`src/rtl/trig_pkg.sv`:
```
// Function
// - Up to four trigger pins, each individually set as input or output.
// - Every pin level is readable at all times, whatever its direction.
// - An input pin samples its level for use as an external trigger.
// - Constant-low mode holds the pin low regardless of exposure.
// - Constant-high mode holds the pin high regardless of exposure.
// - Low-during-exposure mode rests high, low exactly during exposure.
// - High-during-exposure mode rests low, high exactly during exposure.
// - Free-running pulse mode gives 50% duty square wave at programmed period.
// - Pulse-low mode rests high, pulses 50% with programmed period during exposure.
// - Pulse-high mode rests low, pulses 50% with programmed period during exposure.
// - Any input pin is selectable as trigger receiver through a pin number setting.
// - Selected input registers events on rising or falling edge per setting.
// - Active-low reset returns the block to its initial unsaved state.
// - Asynchronous mode: a trigger selects the spectrum now being exposed.
// - Synchronous mode: a trigger selects the spectrum after the current one.
// - Every spectrum read out needs its own separate trigger event.
package trig_pkg;

    localparam int unsigned NUM_PINS    = 4;
    localparam int unsigned PER_W       = 16;
    localparam int unsigned ADDR_W      = 6;

    // Register byte offsets
    localparam logic [ADDR_W-1:0] OFS_DIR    = 6'h00;
    localparam logic [ADDR_W-1:0] OFS_MODE   = 6'h04;
    localparam logic [ADDR_W-1:0] OFS_PERIOD = 6'h08;
    localparam logic [ADDR_W-1:0] OFS_TRIG   = 6'h0C;
    localparam logic [ADDR_W-1:0] OFS_LEVEL  = 6'h10;
    localparam logic [ADDR_W-1:0] OFS_STAT   = 6'h14;

    // Trigger control field positions
    localparam int unsigned TRIG_SEL_LSB = 0;
    localparam int unsigned TRIG_EDGE    = 2;
    localparam int unsigned TRIG_EXT     = 3;
    localparam int unsigned TRIG_SYNC    = 4;

    // Status field positions
    localparam int unsigned STAT_PEND  = 0;
    localparam int unsigned STAT_ARMED = 1;

    localparam logic [PER_W-1:0] PERIOD_RST = 16'h0064;
    localparam logic [PER_W-1:0] PERIOD_MIN = 16'h0002;

    localparam logic [1:0] RESP_OKAY   = 2'h0;
    localparam logic [1:0] RESP_SLVERR = 2'h2;

    typedef enum logic [2:0] {
        OM_LOW       = 3'h0,
        OM_HIGH      = 3'h1,
        OM_LOW_EXP   = 3'h2,
        OM_HIGH_EXP  = 3'h3,
        OM_PULSE     = 3'h4,
        OM_PLOW_EXP  = 3'h5,
        OM_PHIGH_EXP = 3'h6
    } out_mode_e;

    localparam logic [2:0] MODE_RST = 3'h0;
    localparam int unsigned MODE_W  = 3;

endpackage

```
`src/rtl/pulse_gen.sv`:
```
`timescale 1ns/1ps
module pulse_gen
    import trig_pkg::*;
#(
    parameter int unsigned W = PER_W
) (
    input  wire logic         aclk,
    input  wire logic         aresetn,
    input  wire logic         run,
    input  wire logic [W-1:0] period,
    output logic              wave
);
    logic [W-1:0] cnt_q, cnt_d;
    logic         wave_q, wave_d;
    logic [W-1:0] half;

    assign half = (period < W'(PERIOD_MIN)) ? W'(1) : (period >> 1);
    assign wave = wave_q;

    always_comb begin
        cnt_d  = cnt_q;
        wave_d = wave_q;
        if (!run) begin
            cnt_d  = '0;
            wave_d = 1'b0;
        end else if (cnt_q >= half - W'(1)) begin
            cnt_d  = '0;
            wave_d = ~wave_q;
        end else begin
            cnt_d  = cnt_q + W'(1);
        end
    end

    always_ff @(posedge aclk) begin
        if (!aresetn) begin
            cnt_q  <= '0;
            wave_q <= 1'b0;
        end else begin
            cnt_q  <= cnt_d;
            wave_q <= wave_d;
        end
    end
endmodule

```
`src/rtl/trigger_pin_controller.sv`:
```
// The AXI4-Lite register port and the register offsets were chosen for this implementation.
`timescale 1ns/1ps
module trigger_pin_controller
    import trig_pkg::*;
#(
    parameter int unsigned N = NUM_PINS
) (
    input  wire logic          aclk,
    input  wire logic          aresetn,
    input  wire logic [ADDR_W-1:0] s_axi_awaddr,
    input  wire logic          s_axi_awvalid,
    output logic               s_axi_awready,
    input  wire logic [31:0]   s_axi_wdata,
    input  wire logic [3:0]    s_axi_wstrb,
    input  wire logic          s_axi_wvalid,
    output logic               s_axi_wready,
    output logic [1:0]         s_axi_bresp,
    output logic               s_axi_bvalid,
    input  wire logic          s_axi_bready,
    input  wire logic [ADDR_W-1:0] s_axi_araddr,
    input  wire logic          s_axi_arvalid,
    output logic               s_axi_arready,
    output logic [31:0]        s_axi_rdata,
    output logic [1:0]         s_axi_rresp,
    output logic               s_axi_rvalid,
    input  wire logic          s_axi_rready,
    input  wire logic [N-1:0]  trig_in,
    output logic [N-1:0]       trig_out,
    output logic [N-1:0]       trig_oe,
    input  wire logic          exposure,
    input  wire logic          exp_start,
    input  wire logic          exp_end,
    input  wire logic          spectrum_done,
    output logic               readout_req,
    output logic               trig_event
);
    // -----------------------------------------------------------------
    // Registers
    // -----------------------------------------------------------------
    logic [N-1:0]        dir_q, dir_d;
    logic [MODE_W*N-1:0] mode_q, mode_d;
    logic [PER_W-1:0]    per_q, per_d;
    logic [4:0]          trg_q, trg_d;
    logic                aw_hold_q, aw_hold_d, w_hold_q, w_hold_d;
    logic [ADDR_W-1:0]   awa_q, awa_d;
    logic [31:0]         wd_q, wd_d;
    logic [3:0]          ws_q, ws_d;
    logic                bv_q, bv_d, rv_q, rv_d;
    logic [1:0]          br_q, br_d, rr_q, rr_d;
    logic [31:0]         rd_q, rd_d;

    logic [N-1:0] s1_q, s2_q, s3_q;
    logic         pend_q, pend_d, armed_q, armed_d, req_q, req_d;
    logic [N-1:0] pin_lvl;
    logic         pwave;
    logic         wr_go, rd_go;
    logic [ADDR_W-1:0] wa;
    logic [31:0]       wdat;

    function automatic logic mapped(input logic [ADDR_W-1:0] a);
        mapped = (a == OFS_DIR) || (a == OFS_MODE) || (a == OFS_PERIOD) ||
                 (a == OFS_TRIG) || (a == OFS_LEVEL) || (a == OFS_STAT);
    endfunction

    // -----------------------------------------------------------------
    // AXI4-Lite slave
    // -----------------------------------------------------------------
    assign s_axi_awready = !aw_hold_q && !bv_q;
    assign s_axi_wready  = !w_hold_q && !bv_q;
    assign s_axi_arready = !rv_q;
    assign s_axi_bvalid  = bv_q;
    assign s_axi_bresp   = br_q;
    assign s_axi_rvalid  = rv_q;
    assign s_axi_rresp   = rr_q;
    assign s_axi_rdata   = rd_q;

    assign wa    = aw_hold_q ? awa_q : s_axi_awaddr;
    assign wdat  = w_hold_q ? wd_q : s_axi_wdata;
    assign wr_go = (aw_hold_q || (s_axi_awvalid && s_axi_awready)) &&
                   (w_hold_q || (s_axi_wvalid && s_axi_wready));
    assign rd_go = s_axi_arvalid && s_axi_arready;

    always_comb begin
        aw_hold_d = aw_hold_q;
        w_hold_d  = w_hold_q;
        awa_d = awa_q;
        wd_d  = wd_q;
        ws_d  = ws_q;
        bv_d  = bv_q;
        br_d  = br_q;
        dir_d = dir_q;
        mode_d = mode_q;
        per_d = per_q;
        trg_d = trg_q;
        if (s_axi_awvalid && s_axi_awready) begin
            aw_hold_d = 1'b1;
            awa_d = s_axi_awaddr;
        end
        if (s_axi_wvalid && s_axi_wready) begin
            w_hold_d = 1'b1;
            wd_d = s_axi_wdata;
            ws_d = s_axi_wstrb;
        end
        if (bv_q && s_axi_bready) begin
            bv_d = 1'b0;
        end
        if (wr_go) begin
            aw_hold_d = 1'b0;
            w_hold_d  = 1'b0;
            bv_d = 1'b1;
            br_d = mapped(wa) ? RESP_OKAY : RESP_SLVERR;
            if (wa == OFS_DIR) begin
                dir_d = wdat[N-1:0];
            end
            if (wa == OFS_MODE) begin
                mode_d = wdat[MODE_W*N-1:0];
            end
            if (wa == OFS_PERIOD) begin
                per_d = wdat[PER_W-1:0];
            end
            if (wa == OFS_TRIG) begin
                trg_d = wdat[4:0];
            end
        end
    end

    always_comb begin
        rv_d = rv_q;
        rr_d = rr_q;
        rd_d = rd_q;
        if (rv_q && s_axi_rready) begin
            rv_d = 1'b0;
        end
        if (rd_go) begin
            rv_d = 1'b1;
            rr_d = mapped(s_axi_araddr) ? RESP_OKAY : RESP_SLVERR;
            rd_d = '0;
            unique case (s_axi_araddr)
                OFS_DIR:    rd_d[N-1:0] = dir_q;
                OFS_MODE:   rd_d[MODE_W*N-1:0] = mode_q;
                OFS_PERIOD: rd_d[PER_W-1:0] = per_q;
                OFS_TRIG:   rd_d[4:0] = trg_q;
                OFS_LEVEL:  rd_d[N-1:0] = pin_lvl;
                OFS_STAT: begin
                    rd_d[STAT_PEND]  = pend_q;
                    rd_d[STAT_ARMED] = armed_q;
                end
                default:    rd_d = '0;
            endcase
        end
    end

    // -----------------------------------------------------------------
    // Pin output modes
    // -----------------------------------------------------------------
    logic gated_run;
    assign gated_run = exposure;

    // free-running and gated share one generator each
    logic pwave_free;
    pulse_gen #(.W(PER_W)) u_free (
        .aclk    (aclk),
        .aresetn (aresetn),
        .run     (1'b1),
        .period  (per_q),
        .wave    (pwave_free)
    );
    pulse_gen #(.W(PER_W)) u_gated (
        .aclk    (aclk),
        .aresetn (aresetn),
        .run     (gated_run),
        .period  (per_q),
        .wave    (pwave)
    );

    genvar gi;
    generate
        for (gi = 0; gi < N; gi++) begin : g_pin
            logic [2:0] m;
            logic       o;
            assign m = mode_q[MODE_W*gi +: MODE_W];
            always_comb begin
                unique case (m)
                    OM_LOW:       o = 1'b0;
                    OM_HIGH:      o = 1'b1;
                    OM_LOW_EXP:   o = !exposure;
                    OM_HIGH_EXP:  o = exposure;
                    OM_PULSE:     o = pwave_free;
                    OM_PLOW_EXP:  o = !pwave;
                    OM_PHIGH_EXP: o = pwave;
                    default:      o = 1'b0;
                endcase
            end
            assign trig_out[gi] = o;
            assign trig_oe[gi]  = dir_q[gi];
            assign pin_lvl[gi]  = dir_q[gi] ? o : s2_q[gi];
        end
    endgenerate

    // -----------------------------------------------------------------
    // Trigger input
    // -----------------------------------------------------------------
    logic [1:0] sel;
    logic       cur, prev, edge_hit;
    assign sel = trg_q[TRIG_SEL_LSB +: 2];
    assign cur  = s2_q[sel];
    assign prev = s3_q[sel];
    assign edge_hit = trg_q[TRIG_EXT] && !dir_q[sel] &&
                      (trg_q[TRIG_EDGE] ? (!cur && prev) : (cur && !prev));
    assign trig_event  = edge_hit;
    assign readout_req = req_q;

    always_comb begin
        pend_d  = pend_q;
        armed_d = armed_q;
        req_d   = 1'b0;
        if (spectrum_done) begin
            pend_d = 1'b0;
        end
        if (trg_q[TRIG_SYNC]) begin
            // arm, then wait for next exposure start
            if (armed_q && exp_start) begin
                armed_d = 1'b0;
                pend_d  = 1'b1;
            end
            if (edge_hit && !armed_q && !pend_q) begin
                armed_d = 1'b1;
            end
            if (pend_q && exp_end && !spectrum_done) begin
                req_d = 1'b1;
            end
        end else begin
            armed_d = 1'b0;
            if (edge_hit && !pend_q) begin
                pend_d = 1'b1;
            end
            if (pend_q && exp_end && !spectrum_done) begin
                req_d = 1'b1;
            end
        end
    end

    always_ff @(posedge aclk) begin
        if (!aresetn) begin
            dir_q <= '0;
            mode_q <= '0;
            per_q <= PERIOD_RST;
            trg_q <= '0;
            aw_hold_q <= 1'b0;
            w_hold_q <= 1'b0;
            awa_q <= '0;
            wd_q <= '0;
            ws_q <= '0;
            bv_q <= 1'b0;
            br_q <= RESP_OKAY;
            rv_q <= 1'b0;
            rr_q <= RESP_OKAY;
            rd_q <= '0;
            s1_q <= '0;
            s2_q <= '0;
            s3_q <= '0;
            pend_q <= 1'b0;
            armed_q <= 1'b0;
            req_q <= 1'b0;
        end else begin
            dir_q <= dir_d;
            mode_q <= mode_d;
            per_q <= per_d;
            trg_q <= trg_d;
            aw_hold_q <= aw_hold_d;
            w_hold_q <= w_hold_d;
            awa_q <= awa_d;
            wd_q <= wd_d;
            ws_q <= ws_d;
            bv_q <= bv_d;
            br_q <= br_d;
            rv_q <= rv_d;
            rr_q <= rr_d;
            rd_q <= rd_d;
            s1_q <= trig_in;
            s2_q <= s1_q;
            s3_q <= s2_q;
            pend_q <= pend_d;
            armed_q <= armed_d;
            req_q <= req_d;
        end
    end
endmodule

```
`config.mk`:
```
export PLATFORM = sky130hd
export DESIGN_NAME = trigger_pin_controller
export DESIGN_NICKNAME = d
export VERILOG_FILES = /design/src/rtl/trig_pkg.sv /design/src/rtl/pulse_gen.sv /design/src/rtl/trigger_pin_controller.sv
export SDC_FILE = /design/constraint.sdc
export NUM_CORES = 1
export LEC_CHECK = 0
export BUFFER_PORTS_ARGS = -buffer_cell sky130_fd_sc_hd__buf_2
export CAP_MARGIN = 40
export CELL_PAD_IN_SITES_DETAIL_PLACEMENT = 1
export CELL_PAD_IN_SITES_GLOBAL_PLACEMENT = 1
export CORE_ASPECT_RATIO = 0.8
export CORE_MARGIN = 4
export CORE_UTILIZATION = 40
export DETAILED_ROUTE_END_ITERATION = 6
export PLACE_DENSITY_LB_ADDON = 0.15
export SYNTH_ARGS = -nofsm -noshare
export SYNTH_HDL_FRONTEND = slang
export SYNTH_SLANG_ARGS = --single-unit
```
`constraint.sdc`:
```
create_clock -name aclk -period 5.5 [get_ports aclk]
set_input_delay 0.275 -clock aclk [delete_from_list [all_inputs] [get_ports aclk]]
set_output_delay 0.275 -clock aclk [all_outputs]
set_load 0.02 [all_outputs]
```
# == Word level (Yosys, flattened, before mapping) ==
# Index checks and enable logic that the tools add are counted.
# totals
in_bits,63
regBits,132
wordCells,160
latchBits,0
mem_bits_ro,0
memories,0
out_inout_bits,51
ramBits,0
# op_classes
n_mul,0
add_sub_neg,3
n_eq_ne,34
div,0
bitwise,4
shifts,0
mux,36
reduce_logical,56
magnitude_cmp,4
# ops
op,n
"equality test 3 bit, second input constant",12
"adder 16 x 1 -> 16 bit, second input constant",2
greater-or-equal comparator 16 bit,2
"equality test 3 x 2 -> 1 bit, second input constant",8
"equality test 6 x 4 -> 1 bit, second input constant",4
"equality test 6 x 5 -> 1 bit, second input constant",4
one-hot mux 1 bit (6 select lines),4
2-to-1 mux 1 bit,19
logical AND 1 bit,18
"< comparator 16 x 2 -> 1 bit, second input constant",1
2-to-1 mux 16 bit,1
"subtractor 15 x 1 -> 16 bit, second input constant",1
2-to-1 mux 15 bit,1
one-hot mux 7 bit (2 select lines),1
"equality test 3 x 1 -> 1 bit, second input constant",4
"equality test 6 x 3 -> 1 bit, second input constant",2
zero test 1 bit,12
zero test 6 bit,2
logical OR 1 bit,12
one-hot mux 2 bit (6 select lines),1
AND reduction 2 bit,6
one-hot mux 2 bit (5 select lines),1
binary-select mux 1 bit (select 2 bit),3
2-to-1 mux 6 bit,1
8 further kinds,15

# == Depth between registers and ports, before layout ==
# depth
ltp_word,9
mapped_depth,18
mapped_depth_nobuf,16

# == By module ==
# A second synthesis with hierarchy kept.
# unflattened
cells_unflattened,823
area_unflattened_um2,7269.5
# modules_own_cells
module,cells_each,instances,area_per_inst_um2,seq_area_each_um2
trigger_pin_controller,503,1,4481.8,1921.8
pulse_gen at u_free,166,1,1465.2,340.3
pulse_gen at u_gated,154,1,1322.5,340.3

# == Worst setup path before layout ==
# No wires, ideal clock.
# synth_timing
path_kind,register to register
from,reg per_q[9]
to,reg u_free.cnt_q[11]
arrival_ns,3.889
setup_time_ns,0.064
setup_slack_ns,1.547
required_time_ns,5.436
synth_period_minus_slack_ns,3.953
path_stages_with_launch,19
n_path_buf,2
cell_sequence,dfxtp_1 -> or3_1 -> clkbuf_1 -> or4_1 -> nor4_1 -> nor2_1 -> ha_1 -> nor3b_1 -> nand2_1 -> nor2_1 -> xnor2_1 -> ha_1 -> and3_1 -> and3_1 -> o2111a_1 -> a211oi_1 -> nand3_2 -> buf_2 -> nor2_1
# synth_between
elab_chain_len,5
# synth_lines
item,line_no,text
start: declaration,trigger_pin_controller.sv:42,"logic [PER_W-1:0] per_q, per_d;"
start signal: assignment,trigger_pin_controller.sv:268,per_q <= per_d;
< comparator 16 x 2 -> 1 bit,pulse_gen.sv:17,assign half = (period < W'(PERIOD_MIN)) ? W'(1) : (period >> 1);
2-to-1 mux 15 bit (*),pulse_gen.sv:17,
subtractor 15 x 1 -> 16 bit (*),pulse_gen.sv:26,end else if (cnt_q >= half - W'(1)) begin
greater-or-equal comparator 16 bit (*),pulse_gen.sv:26,
OR reduction 2 bit (no source line) (*),-,
end signal: assignment,pulse_gen.sv:39,cnt_q <= cnt_d;
end: declaration,pulse_gen.sv:13,"logic [W-1:0] cnt_q, cnt_d;"
# Mark *: on every way between the ends. The rest lies on a longest branch, timed or not.
# A chain may end at the register's enable or synchronous reset.

# == Final worst setup path ==
# layout_timing
from,reg per_q[9]
to,reg u_free.cnt_q[12]
# Same word-level chain as after synthesis.

==> out/qor.yml <==
status:
  run_status: "completed"
floorplanning:
  core_area_um2: 16600
  io_pins: 114
  start_util: 0.409
  die-area_um2: 19200
  placement_rows: 42
  dieWidth_um: 154
  die_y_um: 125
clock_network:
  clk_latency_ps: 420
  cts_setup_buffers: 0
  clock-sinks: 130
  clkTransAtPathRegs_ps: 60
  holdBufCountCts: 0
  cts_tree: "done"
  cts_buffer_depth: 2
  htreeDepth: 4
  cts_root_buffer: "clkbuf_16"
  post_cts_resized: 0
  cts_buffers: 17
sta:
  finalMaxSlewViolations: 0
  max_freq_mhz: 214
  hold_viol: 0
  finalSetupViolCount: 0
  timing.hold.ws_ps: 76.3
  min_period_ps: 4680
  fin_worst_skew_ps: 8.30
  finalCritPeriodShare: 0.850
  tns_ps: 0
  rsz0062_at_grt: "no"
  tightest_slew_ps: 696
  slew_headroom: 0.536
logic_synthesis:
  async_flop_share: 0
  yosysSeqAreaShare: 0.383
  yosysTopAreaCellShare: 0.383
  synth-edff-count: 0
  netlist_top_cells_area: "dfxtp_1, ha_1, nand2_1"
  yosysWarnings: 0
  synthFlopType: "dfxtp_1"
  synth_cell_types: 65
  netlist_instances: 774
  syn_area_um2: 6800
  yosys.area.top_type: "dfxtp_1"
  ys_seq_elements: 130
  avgSynthCellArea_um2: 8.78
global_routing:
  grt_pass1_wl_um: 30900
  grt_use_total: 0.199
  grt_remaining_overflow: 0
  grt_start_max_net_pins: 59
  antenna_found_initial: 0
  grt_pass1_vias: 6074
placement:
  place_inst: 1036
  hpwl_um: 14400
  port_buffers: 75
  gp_congestion: 0.815
  dpl_cell_area_um2: 7260
critical_path:
  critPathTopFamily: "simple AND/OR/NAND/NOR gates"
  path_buf_inv: 0
  worstPathCellList: "or3_1 > or4_1 > nor4_1 > nor2_1 > ha_1 > nor3b_1 > nand2_1 > nor2_1 > xnor2_1 > ha_1 > and3_1 > and3_1 > o2111a_1 > a211oi_1 > nand3_2 > nor2_1"
  crit_path_start_kind: "flop"
  critPathMaxStageDelay_ps: 510
  critPathSlowestCell: "or4_1"
  arrival_ps: 5020
  required_ps: 5840
  crit_fanout: 16
  critPathCaptureType: "flop"
  cp_common_cell: "nor2_1"
  r2r-start: "per_q[9]$_SDFFE_PN0P_"
  crit_path_start: "per_q[9]$_SDFFE_PN0P_"
  path_class: "flop to flop"
power:
  vdd_drop_max_mv: 0.189
  p_per_area_nw_per_um2: 308
  p_leak_nw: 3.46
routing:
  routed_wl_um: 19100
  drc: 0
  ant_nets: 0
  vias_per_cell: 5.42
  wl_per_cell_um: 17.9
  num_vias: 5788
  drtIter0Drc: 401
  first_pass_iters: 7
finish:
  final_cells: 1068
  drive_above_1_share: 0.152
  syn2layout_area_growth_pct: 16.1
  final_cell_mix: "dfxtp_1, nand2_1, nor2_1"
  mostFrequentLayoutCell: "dfxtp_1"
  fillers: 1974
  fin_util: 0.475
  antenna_cells: 0
  post-route-cell-area_um2: 7890
  nets: 931
min_path:
  hp-class: "primary input to flop"
  min-delay-start: "trig_in[2]"
flow_run:
  max-cap-violations: 0
-- Yosys cell counts (all sizes together) (3+ instances only) --
master and number:
nand4 8, nor2 79, nor3b 14, nand3 23, o21ai 24, nor3 13, mux4 3, xor2 15
o21a 5, o211a 29, nand2b 5, o211ai 3, nor4 4, and3 9, mux2i 32, a21oi 24
or3 6, mux2 4, clkbuf 30, a211oi 8, a21boi 24, nand2 94, ha 33, dfxtp 130
nand3b 4, a221oi 11, and2 17, or4 3, a31oi 3, xnor2 23, inv 19, buf 28
nor2b 19
-- power by group --
| group | switching, mW | internal, mW | leakage, nW |
|---|---|---|---|
| logic | 0.140 | 0.0882 | 2.10 |
| clock network | 0.423 | 0.772 | 0.302 |
| registers | 0.0337 | 0.975 | 1.06 |
| total | 0.596 | 1.84 | 3.46 |
-- cells by family after synthesis --
family	count (synthesis)	share of synthesized area
AOI/OAI and AO/OA	151	0.166
xor gates and xnor gates	38	0.0490
adders and majority gates	33	0.0607
buffers and inverters	77	0.0587
DFF	130	0.383
muxes	39	0.0637
other	2	0.00110
and+or+nand+nor	304	0.218
-- worst reg2reg max path, delay by kind of cell (launching register included) --
family	cells	cell delay (ps)
AOI/OAI and AO/OA	2	560
xor gates and xnor gates	1	280
adders and majority gates	2	570
DFF	1	380
and+or+nand+nor	11	2820
-- registers in the layout, summed over array words and instances, names as in the netlist, 4 cells and up --
name and count:
per_q 16, s_axi_rdata 16, u_free.cnt_q 16, u_gated.cnt_q 16, wd_q 16, mode_q 12
awa_q 6, trg_q 5, s1_q 4, s2_q 4, s3_q 4, trig_oe 4
-- routing by layer --
metal / GRT usage / wire length (um)
met1: 0.274 / 9300
met2: 0.316 / 8530
met3: 0.0465 / 1040
met4: 0.0478 / 195
met5: 0 / 0
-- through the flow --
step	worst slack (ps)	total power [mW]
2_1_floorplan	1550	1.19
3_3_place_gp	1120	1.24
3_5_place_dp	879	1.26
4_1_cts	819	2.45
5_1_grt	343	2.53
6_report	822	2.43
-- final cells by class --
cell class / count / area [um^2] / share of cell area
repair buffers: 82 / 448 / 0.0568
clock inverters: 8 / 124 / 0.0157
flip-flops and latches: 130 / 2600 / 0.330
well taps: 220 / 275 / 0.0349
inverters: 19 / 71.3 / 0.00904
clock buffers: 24 / 502 / 0.0636
multi-input cells: 585 / 3870 / 0.490
-- path summary, 6_finish.rpt --
check                                                    to  slack (ps)  depth (start not counted)
worst min-delay path                     s1_q[2]$_SDFF_PN0_          80                          2
worst min register to register           s2_q[1]$_SDFF_PN0_         430                          1
worst max register to register  u_free.cnt_q[12]$_SDFF_PP0_         820                         16
worst max-delay path            u_free.cnt_q[12]$_SDFF_PP0_         820                         16
Power figures use the tool's default switching activity.
